[src/fo_pkg.sv]
package fo_pkg;

  // Operating modes reported by the mode control block.
  typedef enum logic [2:0] {
    MODE_NORMAL,
    MODE_STOP,
    MODE_SLEEP,
    MODE_RESTART,
    MODE_FAILSAFE
  } fo_mode_t;

  // Failure sources from the regulator and thermal supervisors.
  typedef struct packed {
    logic thermalShutdownHard;
    logic mainShortToGround;
    logic mainOvervoltage;
    logic mainUndervoltageEvent;
    logic mainUndervoltageBreak;
  } fo_fault_t;

  // Watchdog status from the watchdog block.
  typedef struct packed {
    logic failEvent;
    logic triggerOk;
    logic disabledInStop;
    logic [1:0] cfgSel;
  } fo_wd_t;

  localparam logic [7:0] ADDR_CTRL = 8'h00;
  localparam logic [7:0] ADDR_PINCFG = 8'h04;
  localparam logic [7:0] ADDR_DEVSTAT = 8'h08;
  localparam logic [7:0] ADDR_WAKESTAT = 8'h0c;
  localparam logic [7:0] ADDR_LEVEL = 8'h10;

  localparam int CTRL_FORCE_BIT = 0;
  localparam int CTRL_OVEN_BIT = 1;
  localparam int CTRL_DUTY_LSB = 2;
  localparam int DEVSTAT_FAIL_BIT = 0;
  localparam int DEVSTAT_WD_LSB = 1;
  localparam int PINCFG_FIELD_W = 4;

  localparam logic [7:0] CTRL_RESET = 8'h00;
  localparam logic [7:0] PINCFG_RESET = 8'h00;

  localparam logic [2:0] PIN_FAIL = 3'h0;
  localparam logic [2:0] PIN_OFF = 3'h1;
  localparam logic [2:0] PIN_WAKE = 3'h2;
  localparam logic [2:0] PIN_LOWSIDE = 3'h3;
  localparam logic [2:0] PIN_HIGHSIDE = 3'h4;

  localparam logic [1:0] WD_CFG_ONE = 2'h0;
  localparam logic [1:0] WD_CFG_TWO = 2'h1;
  localparam logic [2:0] UV_TRIP_COUNT = 3'h4;

  localparam int CLK_MHZ = 100;
  localparam int BLINK_PERIOD_MS = 800;
  localparam int DIM_PERIOD_MS = 10;
  localparam int WAKE_FILTER_US = 16;
  localparam int BLINK_CYCLES_DEF = BLINK_PERIOD_MS * 1000 * CLK_MHZ;
  localparam int DIM_CYCLES_DEF = DIM_PERIOD_MS * 1000 * CLK_MHZ;
  localparam logic [11:0] WAKE_FILTER_CYCLES = 12'(WAKE_FILTER_US * CLK_MHZ);
  localparam int DUTY_DIV_20 = 5;
  localparam int DUTY_DIV_10 = 10;
  localparam int DUTY_DIV_5 = 20;
  localparam int DUTY_DIV_2P5 = 40;

endpackage : fo_pkg
[src/fo_fail_outputs.sv]
// Decided for this implementation: the strobed register port and the address map.
`timescale 1ns/100ps
// Behaviour
// - Three open-drain active-low fail outputs share one failure logic.
// - Watchdog failure trips on first (config 1) or second (configs 2 to 4) failure.
// - Hard thermal shutdown and main regulator short trip the fail outputs.
// - Main overvoltage trips only while the overvoltage-reset enable is set.
// - Four consecutive main undervoltage events trip the fail outputs.
// - Fail-safe entry is requested on activation, watchdog depending on config.
// - Activation by failure sets the failure flag in device status.
// - Test-force bit drives outputs regardless of flags; clearing it releases them if the failure flag is clear.
// - Outputs release only when no condition remains and software clears flag.
// - Watchdog failure bits clear on sleep, non-watchdog fail-safe, stop disable.
// - Watchdog config 2 does not trip on the first watchdog failure; it only counts it.
// - All outputs switch on together; the static output stays low throughout.
// - Blinking output toggles at 1.25 Hz, 50 percent duty.
// - Dimming output is a 100 Hz PWM, 20 percent by default.
// - Dimming duty selectable 20, 10, 5, 2.5 percent; 20 after reset.
// - Pin config reassigns the two pins to off, wake, low-side, high-side.
// - Wake-configured pins filter like wake pins and log to second wake status.
// - Switch-configured pins drive 10 mA loads, limited, with no diagnostics.
// - Level status shows live pin levels in normal and stop; pin two shared.
// - Config changes only in normal; wake off in fail-safe; switches off in restart.
// - After restart the configured function resumes; failure activation persists.
module fo_fail_outputs
  import fo_pkg::*;
#(
  parameter int BLINK_CYCLES = BLINK_CYCLES_DEF,
  parameter int DIM_CYCLES = DIM_CYCLES_DEF
)(
  // Clock and reset.
  input wire logic clk_sys,
  input wire logic reset_n,
  // Register port.
  input wire logic [7:0] regAddr,
  input wire logic [7:0] regWrData,
  input wire logic regWrite,
  input wire logic regRead,
  output logic [7:0] regRdData,
  // Status to and from neighbouring blocks.
  input wire fo_mode_t opMode,
  input wire fo_fault_t faults,
  input wire fo_wd_t watchdog,
  output logic failSafeRequest,
  output logic devSenseLevel,
  // Static fail output, open drain.
  output logic staticFailOut,
  output logic staticFailOeN,
  // Blinking and dimming pins, index 0 blinking, index 1 dimming.
  input wire logic [1:0] altPinIn,
  output logic [1:0] altPinOut,
  output logic [1:0] altPinOeN
);

  logic [7:0] ctrl_q;
  logic [7:0] pinCfg_q;
  logic failFlag_q;
  logic [1:0] wdCnt_q;
  logic [2:0] uvCnt_q;
  logic [1:0] wakeStat_q;
  logic [1:0] level_q;
  logic [7:0] rdData_q;
  logic [31:0] blinkCnt_q;
  logic [31:0] dimCnt_q;
  logic failActivePrev_q;
  logic [1:0] pinSync1_q;
  logic [1:0] pinSync2_q;
  logic [1:0] wakeEvent;

  wire wrCtrl = regWrite && (regAddr == ADDR_CTRL);
  wire wrPinCfg = regWrite && (regAddr == ADDR_PINCFG) && (opMode == MODE_NORMAL);
  wire wrDevStat = regWrite && (regAddr == ADDR_DEVSTAT);
  wire wrWakeStat = regWrite && (regAddr == ADDR_WAKESTAT);

  wire testForce = ctrl_q[CTRL_FORCE_BIT];
  wire ovResetEn = ctrl_q[CTRL_OVEN_BIT];
  wire [1:0] dutySel = ctrl_q[CTRL_DUTY_LSB +: 2];

  // Level conditions that keep the outputs latched on.
  wire uvTrip = (uvCnt_q == UV_TRIP_COUNT);
  wire condPresent = faults.thermalShutdownHard || faults.mainShortToGround
                     || (faults.mainOvervoltage && ovResetEn) || uvTrip;

  // A watchdog failure trips at once only for config 1; configs 2 to 4 need a second.
  wire wdTrip = watchdog.failEvent
                && ((watchdog.cfgSel == WD_CFG_ONE) || (wdCnt_q != 2'h0));
  wire nonWdEntry = condPresent && !failFlag_q;
  wire failTrip = condPresent || wdTrip;

  // Software clear is honoured only with nothing left asserting a failure.
  wire clearReq = wrDevStat && regWrData[DEVSTAT_FAIL_BIT];
  wire clearOk = clearReq && !condPresent && (wdCnt_q == 2'h0);

  wire wdClear = watchdog.triggerOk || (opMode == MODE_SLEEP) || nonWdEntry
                 || ((opMode == MODE_STOP) && watchdog.disabledInStop);

  wire failActive = failFlag_q || testForce;
  wire failRise = failActive && !failActivePrev_q;

  always_ff @(posedge clk_sys or negedge reset_n)
  begin
    if (!reset_n)
    begin
      ctrl_q <= CTRL_RESET;
      pinCfg_q <= PINCFG_RESET;
    end
    else
    begin
      if (wrCtrl)
        ctrl_q <= regWrData;
      if (wrPinCfg)
        pinCfg_q <= regWrData;
    end
  end

  // Setting wins over clearing for the failure flag.
  always_ff @(posedge clk_sys or negedge reset_n)
  begin
    if (!reset_n)
      failFlag_q <= 1'b0;
    else if (failTrip)
      failFlag_q <= 1'b1;
    else if (clearOk)
      failFlag_q <= 1'b0;
  end

  // Watchdog failure count saturates at two; a new failure beats a clear.
  always_ff @(posedge clk_sys or negedge reset_n)
  begin
    if (!reset_n)
      wdCnt_q <= 2'h0;
    else if (watchdog.failEvent)
      wdCnt_q <= (wdCnt_q == 2'h2) ? wdCnt_q : wdCnt_q + 2'h1;
    else if (wdClear)
      wdCnt_q <= 2'h0;
  end

  // Undervoltage events count up to four; a break resets a lower count, four holds until a software clear.
  always_ff @(posedge clk_sys or negedge reset_n)
  begin
    if (!reset_n)
      uvCnt_q <= 3'h0;
    else if (faults.mainUndervoltageEvent && !uvTrip)
      uvCnt_q <= uvCnt_q + 3'h1;
    else if (faults.mainUndervoltageBreak && !uvTrip)
      uvCnt_q <= 3'h0;
    else if (uvTrip && clearReq && !faults.thermalShutdownHard && !faults.mainShortToGround)
      uvCnt_q <= 3'h0;
  end

  // Fail-safe request on a new non-watchdog trip, or a watchdog trip in configs 1 and 2.
  always_ff @(posedge clk_sys or negedge reset_n)
  begin
    if (!reset_n)
      failSafeRequest <= 1'b0;
    else
      failSafeRequest <= nonWdEntry || (wdTrip && !watchdog.cfgSel[1]);
  end

  // Waveform counters run free and restart when the outputs come on.
  always_ff @(posedge clk_sys or negedge reset_n)
  begin
    if (!reset_n)
    begin
      blinkCnt_q <= 32'h0;
      dimCnt_q <= 32'h0;
      failActivePrev_q <= 1'b0;
    end
    else
    begin
      failActivePrev_q <= failActive;
      if (failRise || (blinkCnt_q == 32'(BLINK_CYCLES - 1)))
        blinkCnt_q <= 32'h0;
      else
        blinkCnt_q <= blinkCnt_q + 32'h1;
      if (failRise || (dimCnt_q == 32'(DIM_CYCLES - 1)))
        dimCnt_q <= 32'h0;
      else
        dimCnt_q <= dimCnt_q + 32'h1;
    end
  end

  wire blinkLow = blinkCnt_q < 32'(BLINK_CYCLES / 2);
  wire [31:0] dimOnCycles = (dutySel == 2'h0) ? 32'(DIM_CYCLES / DUTY_DIV_20) :
                            (dutySel == 2'h1) ? 32'(DIM_CYCLES / DUTY_DIV_10) :
                            (dutySel == 2'h2) ? 32'(DIM_CYCLES / DUTY_DIV_5) :
                            32'(DIM_CYCLES / DUTY_DIV_2P5);
  wire dimLow = dimCnt_q < dimOnCycles;
  wire [1:0] waveLow = {dimLow, blinkLow};

  // The static output is open drain and only ever pulls low.
  assign staticFailOut = 1'b0;
  assign staticFailOeN = !failActive;

  always_ff @(posedge clk_sys or negedge reset_n)
  begin
    if (!reset_n)
    begin
      pinSync1_q <= 2'h0;
      pinSync2_q <= 2'h0;
    end
    else
    begin
      pinSync1_q <= altPinIn;
      pinSync2_q <= pinSync1_q;
    end
  end

  genvar gi;
  generate
    for (gi = 0; gi < 2; gi++)
    begin : gPin
      wire [2:0] cfg = pinCfg_q[gi * PINCFG_FIELD_W +: 3];
      wire swOn = pinCfg_q[gi * PINCFG_FIELD_W + 3];
      wire swAllowed = (opMode != MODE_RESTART) && (opMode != MODE_FAILSAFE);
      wire wakeCapable = (cfg == PIN_WAKE) && (opMode != MODE_FAILSAFE);
      wire driveLow = ((cfg == PIN_FAIL) && failActive && waveLow[gi])
                      || ((cfg == PIN_LOWSIDE) && swOn && swAllowed);
      wire driveHigh = (cfg == PIN_HIGHSIDE) && swOn && swAllowed;
      logic filtLvl_q;
      logic [11:0] filtCnt_q;

      // Static-sense wake filter: a change must hold for the filter time.
      // The filter starts at the pulled-up idle level, so leaving reset gives no false wake.
      always_ff @(posedge clk_sys or negedge reset_n)
      begin
        if (!reset_n)
        begin
          filtLvl_q <= 1'b1;
          filtCnt_q <= 12'h0;
        end
        else if (pinSync2_q[gi] == filtLvl_q)
          filtCnt_q <= 12'h0;
        else if (filtCnt_q == WAKE_FILTER_CYCLES - 12'h1)
        begin
          filtLvl_q <= pinSync2_q[gi];
          filtCnt_q <= 12'h0;
        end
        else
          filtCnt_q <= filtCnt_q + 12'h1;
      end

      assign wakeEvent[gi] = wakeCapable && (pinSync2_q[gi] != filtLvl_q)
                             && (filtCnt_q == WAKE_FILTER_CYCLES - 12'h1);
      assign altPinOut[gi] = driveHigh;
      assign altPinOeN[gi] = !(driveLow || driveHigh);
    end
  endgenerate

  // Wake status is write-one-to-clear; a new event wins over the clear.
  always_ff @(posedge clk_sys or negedge reset_n)
  begin
    if (!reset_n)
      wakeStat_q <= 2'h0;
    else
      wakeStat_q <= wakeEvent | (wakeStat_q & ~(wrWakeStat ? regWrData[1:0] : 2'h0));
  end

  // Live pin levels are tracked in normal and stop and held otherwise.
  always_ff @(posedge clk_sys or negedge reset_n)
  begin
    if (!reset_n)
      level_q <= 2'h0;
    else if ((opMode == MODE_NORMAL) || (opMode == MODE_STOP))
      level_q <= pinSync2_q;
  end

  assign devSenseLevel = level_q[1];

  wire [7:0] rdMux = (regAddr == ADDR_CTRL) ? ctrl_q :
                     (regAddr == ADDR_PINCFG) ? pinCfg_q :
                     (regAddr == ADDR_DEVSTAT) ? {5'h0, wdCnt_q, failFlag_q} :
                     (regAddr == ADDR_WAKESTAT) ? {6'h0, wakeStat_q} :
                     (regAddr == ADDR_LEVEL) ? {6'h0, level_q} : 8'h00;

  always_ff @(posedge clk_sys or negedge reset_n)
  begin
    if (!reset_n)
      rdData_q <= 8'h00;
    else if (regRead)
      rdData_q <= rdMux;
    else
      rdData_q <= 8'h00;
  end

  assign regRdData = rdData_q;

  chk_thermal_trips: assert property (@(posedge clk_sys) disable iff (!reset_n)
    faults.thermalShutdownHard |=> failFlag_q && !staticFailOeN)
    else $error("Thermal shutdown did not activate the fail outputs.");

  chk_ov_gated: assert property (@(posedge clk_sys) disable iff (!reset_n)
    (!failFlag_q && !wdTrip && !faults.thermalShutdownHard && !faults.mainShortToGround
     && !uvTrip && !ovResetEn && faults.mainOvervoltage) |=> !failFlag_q)
    else $error("Overvoltage tripped while its enable was clear.");

  chk_uv_fourth: assert property (@(posedge clk_sys) disable iff (!reset_n)
    (faults.mainUndervoltageEvent && uvCnt_q == 3'h3) |=> ##1 failFlag_q)
    else $error("Fourth undervoltage event did not set the failure flag.");

  chk_flag_cause: assert property (@(posedge clk_sys) disable iff (!reset_n)
    $rose(failFlag_q) |-> $past(condPresent || wdTrip))
    else $error("Failure flag rose without a cause.");

  chk_force_drive: assert property (@(posedge clk_sys) disable iff (!reset_n)
    (wrCtrl && regWrData[CTRL_FORCE_BIT]) |=> !staticFailOeN)
    else $error("Test force did not activate the static output.");

  chk_clear_blocked: assert property (@(posedge clk_sys) disable iff (!reset_n)
    (failFlag_q && clearReq && condPresent) |=> failFlag_q)
    else $error("Failure flag cleared while a condition was present.");

  chk_cfg2_first: assert property (@(posedge clk_sys) disable iff (!reset_n)
    (watchdog.failEvent && watchdog.cfgSel == WD_CFG_TWO && wdCnt_q == 2'h0
     && !failFlag_q && !condPresent) |=> !failFlag_q)
    else $error("First watchdog failure in config 2 set the failure flag.");

  chk_sleep_wdclr: assert property (@(posedge clk_sys) disable iff (!reset_n)
    (opMode == MODE_SLEEP && !watchdog.failEvent) |=> wdCnt_q == 2'h0)
    else $error("Watchdog failure bits survived sleep entry.");

  chk_wave_restart: assert property (@(posedge clk_sys) disable iff (!reset_n)
    failRise |=> (dimCnt_q == 32'h0) && (blinkCnt_q == 32'h0))
    else $error("Waveform counters did not restart on activation.");

  chk_cfg_frozen: assert property (@(posedge clk_sys) disable iff (!reset_n)
    (opMode != MODE_NORMAL) |=> $stable(pinCfg_q))
    else $error("Pin configuration changed outside normal mode.");

  chk_switch_restart: assert property (@(posedge clk_sys) disable iff (!reset_n)
    (opMode == MODE_RESTART && pinCfg_q[2:0] != PIN_FAIL) |-> altPinOeN[0])
    else $error("Switch stayed on in restart.");

  chk_wake_sets: assert property (@(posedge clk_sys) disable iff (!reset_n)
    (wakeEvent != 2'h0) |=> ((wakeStat_q & $past(wakeEvent)) == $past(wakeEvent)))
    else $error("Wake event was not recorded in wake status.");

  chk_wake_failsafe: assert property (@(posedge clk_sys) disable iff (!reset_n)
    (opMode == MODE_FAILSAFE) |=> ((wakeStat_q & ~$past(wakeStat_q)) == 2'h0))
    else $error("Wake status rose in fail-safe mode.");

endmodule : fo_fail_outputs

[config.mk]
export PLATFORM = sky130hd
export DESIGN_NAME = fo_fail_outputs
export DESIGN_NICKNAME = d
export VERILOG_FILES = /design/src/fo_pkg.sv /design/src/fo_fail_outputs.sv
export SDC_FILE = /design/constraint.sdc
export NUM_CORES = 1
export LEC_CHECK = 0
export BUFFER_PORTS_ARGS = -buffer_cell sky130_fd_sc_hd__buf_2
export CORE_AREA = 3 3 123 95
export DETAILED_ROUTE_END_ITERATION = 10
export DIE_AREA = 0 0 126 98
export GPL_TIMING_DRIVEN = 0
export PLACE_DENSITY = 0.84
export SLEW_MARGIN = 20
export SYNTH_ARGS = -nofsm -noshare
export SYNTH_HDL_FRONTEND = slang
export SYNTH_SLANG_ARGS = --single-unit
[constraint.sdc]
create_clock -name clk_sys -period 3.78 [get_ports clk_sys]
set_input_delay 0.189 -clock clk_sys [delete_from_list [all_inputs] [get_ports clk_sys]]
set_output_delay 0.189 -clock clk_sys [all_outputs]
set_load 0.01 [all_outputs]
==> results.toml <==
[outcome]
status = "finished clean"

[timing]
tns_ns = 0
fmax_ghz = 0.3346
max-slew-margin-rel_pct = 49.05
setup_violations = 0
finalHoldViolations = 0
finalMaxSlewViolations = 0
tightest_slew_ns = 0.7584
min_period_over_period_pct = 79.06
finalCriticalPeriod_ns = 2.988
fin_worst_skew_ns = 0.01180
rsz0062_at_grt = "false"

[clock_network]
ctsResizeCount = 0
cts_setup_buffers = 0
clock_latency_ns = 0.42
ctsHoldBuffers = 3
tritoncts = "built"
cts_buffers = 17
cts.sinks = 130
root_buffer = "clkbuf_16"
cts_buffer_depth = 2
cts.htree.levels = 4
path_clk_slew_ns = 0.05

[die]
core-area_um2 = 10410
floorplan.die.height_um = 98
num_rows = 32
pin_count = 51
die_w_um = 126
start_util_pct = 65.54
dieArea_um2 = 12350

[setup_path]
critPathCaptureType = "primary output"
start_kind = "flop"
r2r_slack_ns = 1.55
crit_slowest_cell = "dfrtp_1"
cp.required_ns = 3.59
worst_ep_arrival_time_ns = 2.80
path_max_fanout = 7
cp_cell_sequence = "inv_1 > ha_1 > inv_1 > ha_1 > and4_1 > a2111oi_0 > a31o_2 > a32oi_1 > buf_2"
crit_buf_inv = 3
endpoint = "altPinOeN[1]"
r2r_start = "dimCnt_q[0]"
cp-startpoint = "ctrl_q[3]"
critical_path_cell_count = 9
critPathKind = "reg -> out"
cpPeakStageDelay_ns = 0.49
r2r_cells = 7
r2r_end = "dimCnt_q[26]"
crit_family = "compound AO/OA/AOI/OAI gates"

[power]
finalPower_mw = 3.468
p_per_area_nw_per_um2 = 442.6
seqPwrFrac_pct = 46.6
switchingPower_uw = 889.1
internal_power_mw = 2.579
peakVddDrop_mv = 0.3831
combPwrFrac_pct = 10.0
leakage_nw = 3.637
sw_frac_of_total_pct = 25.64
pwr-share-clk_pct = 43.4

[synth]
yosysTopAreaCellShare_pct = 46.95
ys_ff_latch = 130
yosysSeqAreaShare_pct = 47.72
yosys-top-cells-area = "dfrtp_1 (47%), nor2_1 (6.7%), xor2_1 (5.8%)"
ys_warn_count = 0
yosys.area.top_type = "dfrtp_1"
ys_async_sr_fraction_pct = 100.0
synth_flop_cell = "dfrtp_1"
avgSynthCellArea_um2 = 9.860
synth_most_common_cell = "dfrtp_1"
synth.distinct_cells = 59
synthesis.instances = 692
synth_common_cells = "dfrtp_1 (128), nor2_1 (121), nand2_1 (56)"
synthesis.area_um2 = 6823
synth_edf_count = 0
synth_nets = 753

[detailed_routing]
wl_per_cell_um = 17.82
dr_total_vias = 5560
via_per_inst = 6.090
postRouteAntennaNets = 0
dr.pass1.iters = 7
wl_mm = 16.27
remaining_drc_errors = 0
dr.first_iter.drc_count = 498

[min_path]
hold_path_class = "in -> reg"

[global_route]
track_usage_pct = 27.65
grt_max_degree = 82
overflow = 0
grt_pass1_wl_mm = 27.67
grt_pass1_vias = 5731
antenna_found_initial = 0

[place]
io_buffers = 49
place_congestion = 0.9139
hpwl_mm = 11.16

[cells_and_area]
nets = 825
antenna_cells = 0
drive_gt1_share_pct = 14.93
nFillCells = 705
area_delta_synth_final_pct = 14.85

[flow_run]
drv_cap = 0
==> power groups by stage <==
stage               combinational [mW]  clock [mW]  sequential (mW)
CTS                              0.347        1.51             1.61
floorplan                        0.221           0             1.60
detailed placement               0.339           0             1.63
finish                           0.345        1.51             1.62
global placement                 0.304           0             1.62
global route                     0.395        1.57             1.63
==> flip-flops by register name, indices dropped and copies added (netlist names), 3 cells and up <==
name and count:
blinkCnt_q 32, ctrl_q 8, dimCnt_q 32, gPin.filtCnt_q 24
pinCfg_q 8, regRdData 8, uvCnt_q 3
==> worst min-delay path by stage <==
stage / from / endpoint / cells after the start
2_1_floorplan: reset_n / blinkCnt_q[0] / 0
3_3_place_gp: altPinIn[0] / pinSync1_q[0] / 1
3_5_place_dp: reset_n / gPin[1].filtCnt_q[1] / 1
4_1_cts: regRead / regRdData[0] / 2
5_1_grt: regWrData[3] / pinCfg_q[3] / 2
6_report: regRead / regRdData[0] / 2
==> cell usage in the layout, fill, tap and decap left out, types with 4 or more instances in the layout <==
master | synthesis | final
dfrtp_1 | 128 | 128
nor2_1 | 121 | 121
nand2_1 | 56 | 56
buf_2 | 0 | 48
xor2_1 | 45 | 45
nand3_1 | 34 | 34
xnor2_1 | 30 | 30
ha_1 | 26 | 26
inv_1 | 25 | 25
nand4_1 | 25 | 25
mux2_2 | 21 | 21
nor4_1 | 20 | 20
clkbuf_16 | 0 | 17
o21ai_0 | 16 | 16
and4_1 | 15 | 15
nor3_1 | 15 | 15
a21oi_1 | 14 | 14
clkbuf_1 | 6 | 13
and3_1 | 10 | 10
mux2i_1 | 10 | 10
and2_1 | 8 | 8
or3_1 | 5 | 5
clkinv_2 | 0 | 5
nor3b_1 | 4 | 4
buf_6 | 3 | 4
nand3b_1 | 4 | 4
==> per-stage QoR <==
step / std cells / cell area (um^2) / worst slack (ns) / utilization (%) / hold slack, ns
after floorplan: 692 / 6823 / 1.611 / - / -0.1066
after detailed placement: 878 / 7272 / 1.296 / 69.86 / 0.1582
after CTS: 913 / 7836 / 0.8201 / 75.28 / 0.01611
after global placement: 877 / 7238 / 0.9334 / 69.53 / 0.2971
final: 913 / 7836 / 0.7917 / 75.28 / 0.01992
after global routing: 913 / 7836 / 0.6715 / 75.28 / 0.03288
==> final cells by class <==
| class | instances | area [um^2] | share of cell area (%) |
|---|---|---|---|
| multi-input cells | 524 | 3391 | 43.27 |
| flip-flops and latches | 130 | 3256 | 41.55 |
| clock buffers | 26 | 479.2 | 6.115 |
| repair buffers | 53 | 309.0 | 3.944 |
| well taps | 136 | 170.2 | 2.171 |
| inverters | 25 | 93.84 | 1.198 |
| plain buffers | 13 | 82.58 | 1.054 |
| clock inverters | 6 | 55.05 | 0.7025 |
==> cells by family after synthesis <==
family / count (synthesis) / share of synthesized area (%)
fa+ha+maj: 26 / 4.768
compound gates: 55 / 5.264
other cells: 1 / 0.05496
xor+xnor: 75 / 9.628
flops: 130 / 47.72
mux: 31 / 4.933
buf+inv: 38 / 2.586
simple gates: 336 / 25.05
==> per-layer routing <==
metal / wire length (um) / vias to the layer above / share of wire, % / GRT usage (%)
met3: 955 / 42 / 5.9 / 6.506
met5: 0 / - / 0 / 0
met1: 6968 / 2707 / 43 / 36.39
met4: 411 / 0 / 2.5 / 12.12
li1: - / 2575 / - / -
met2: 7933 / 236 / 49 / 44.18
(Power assumes the default switching activity.)
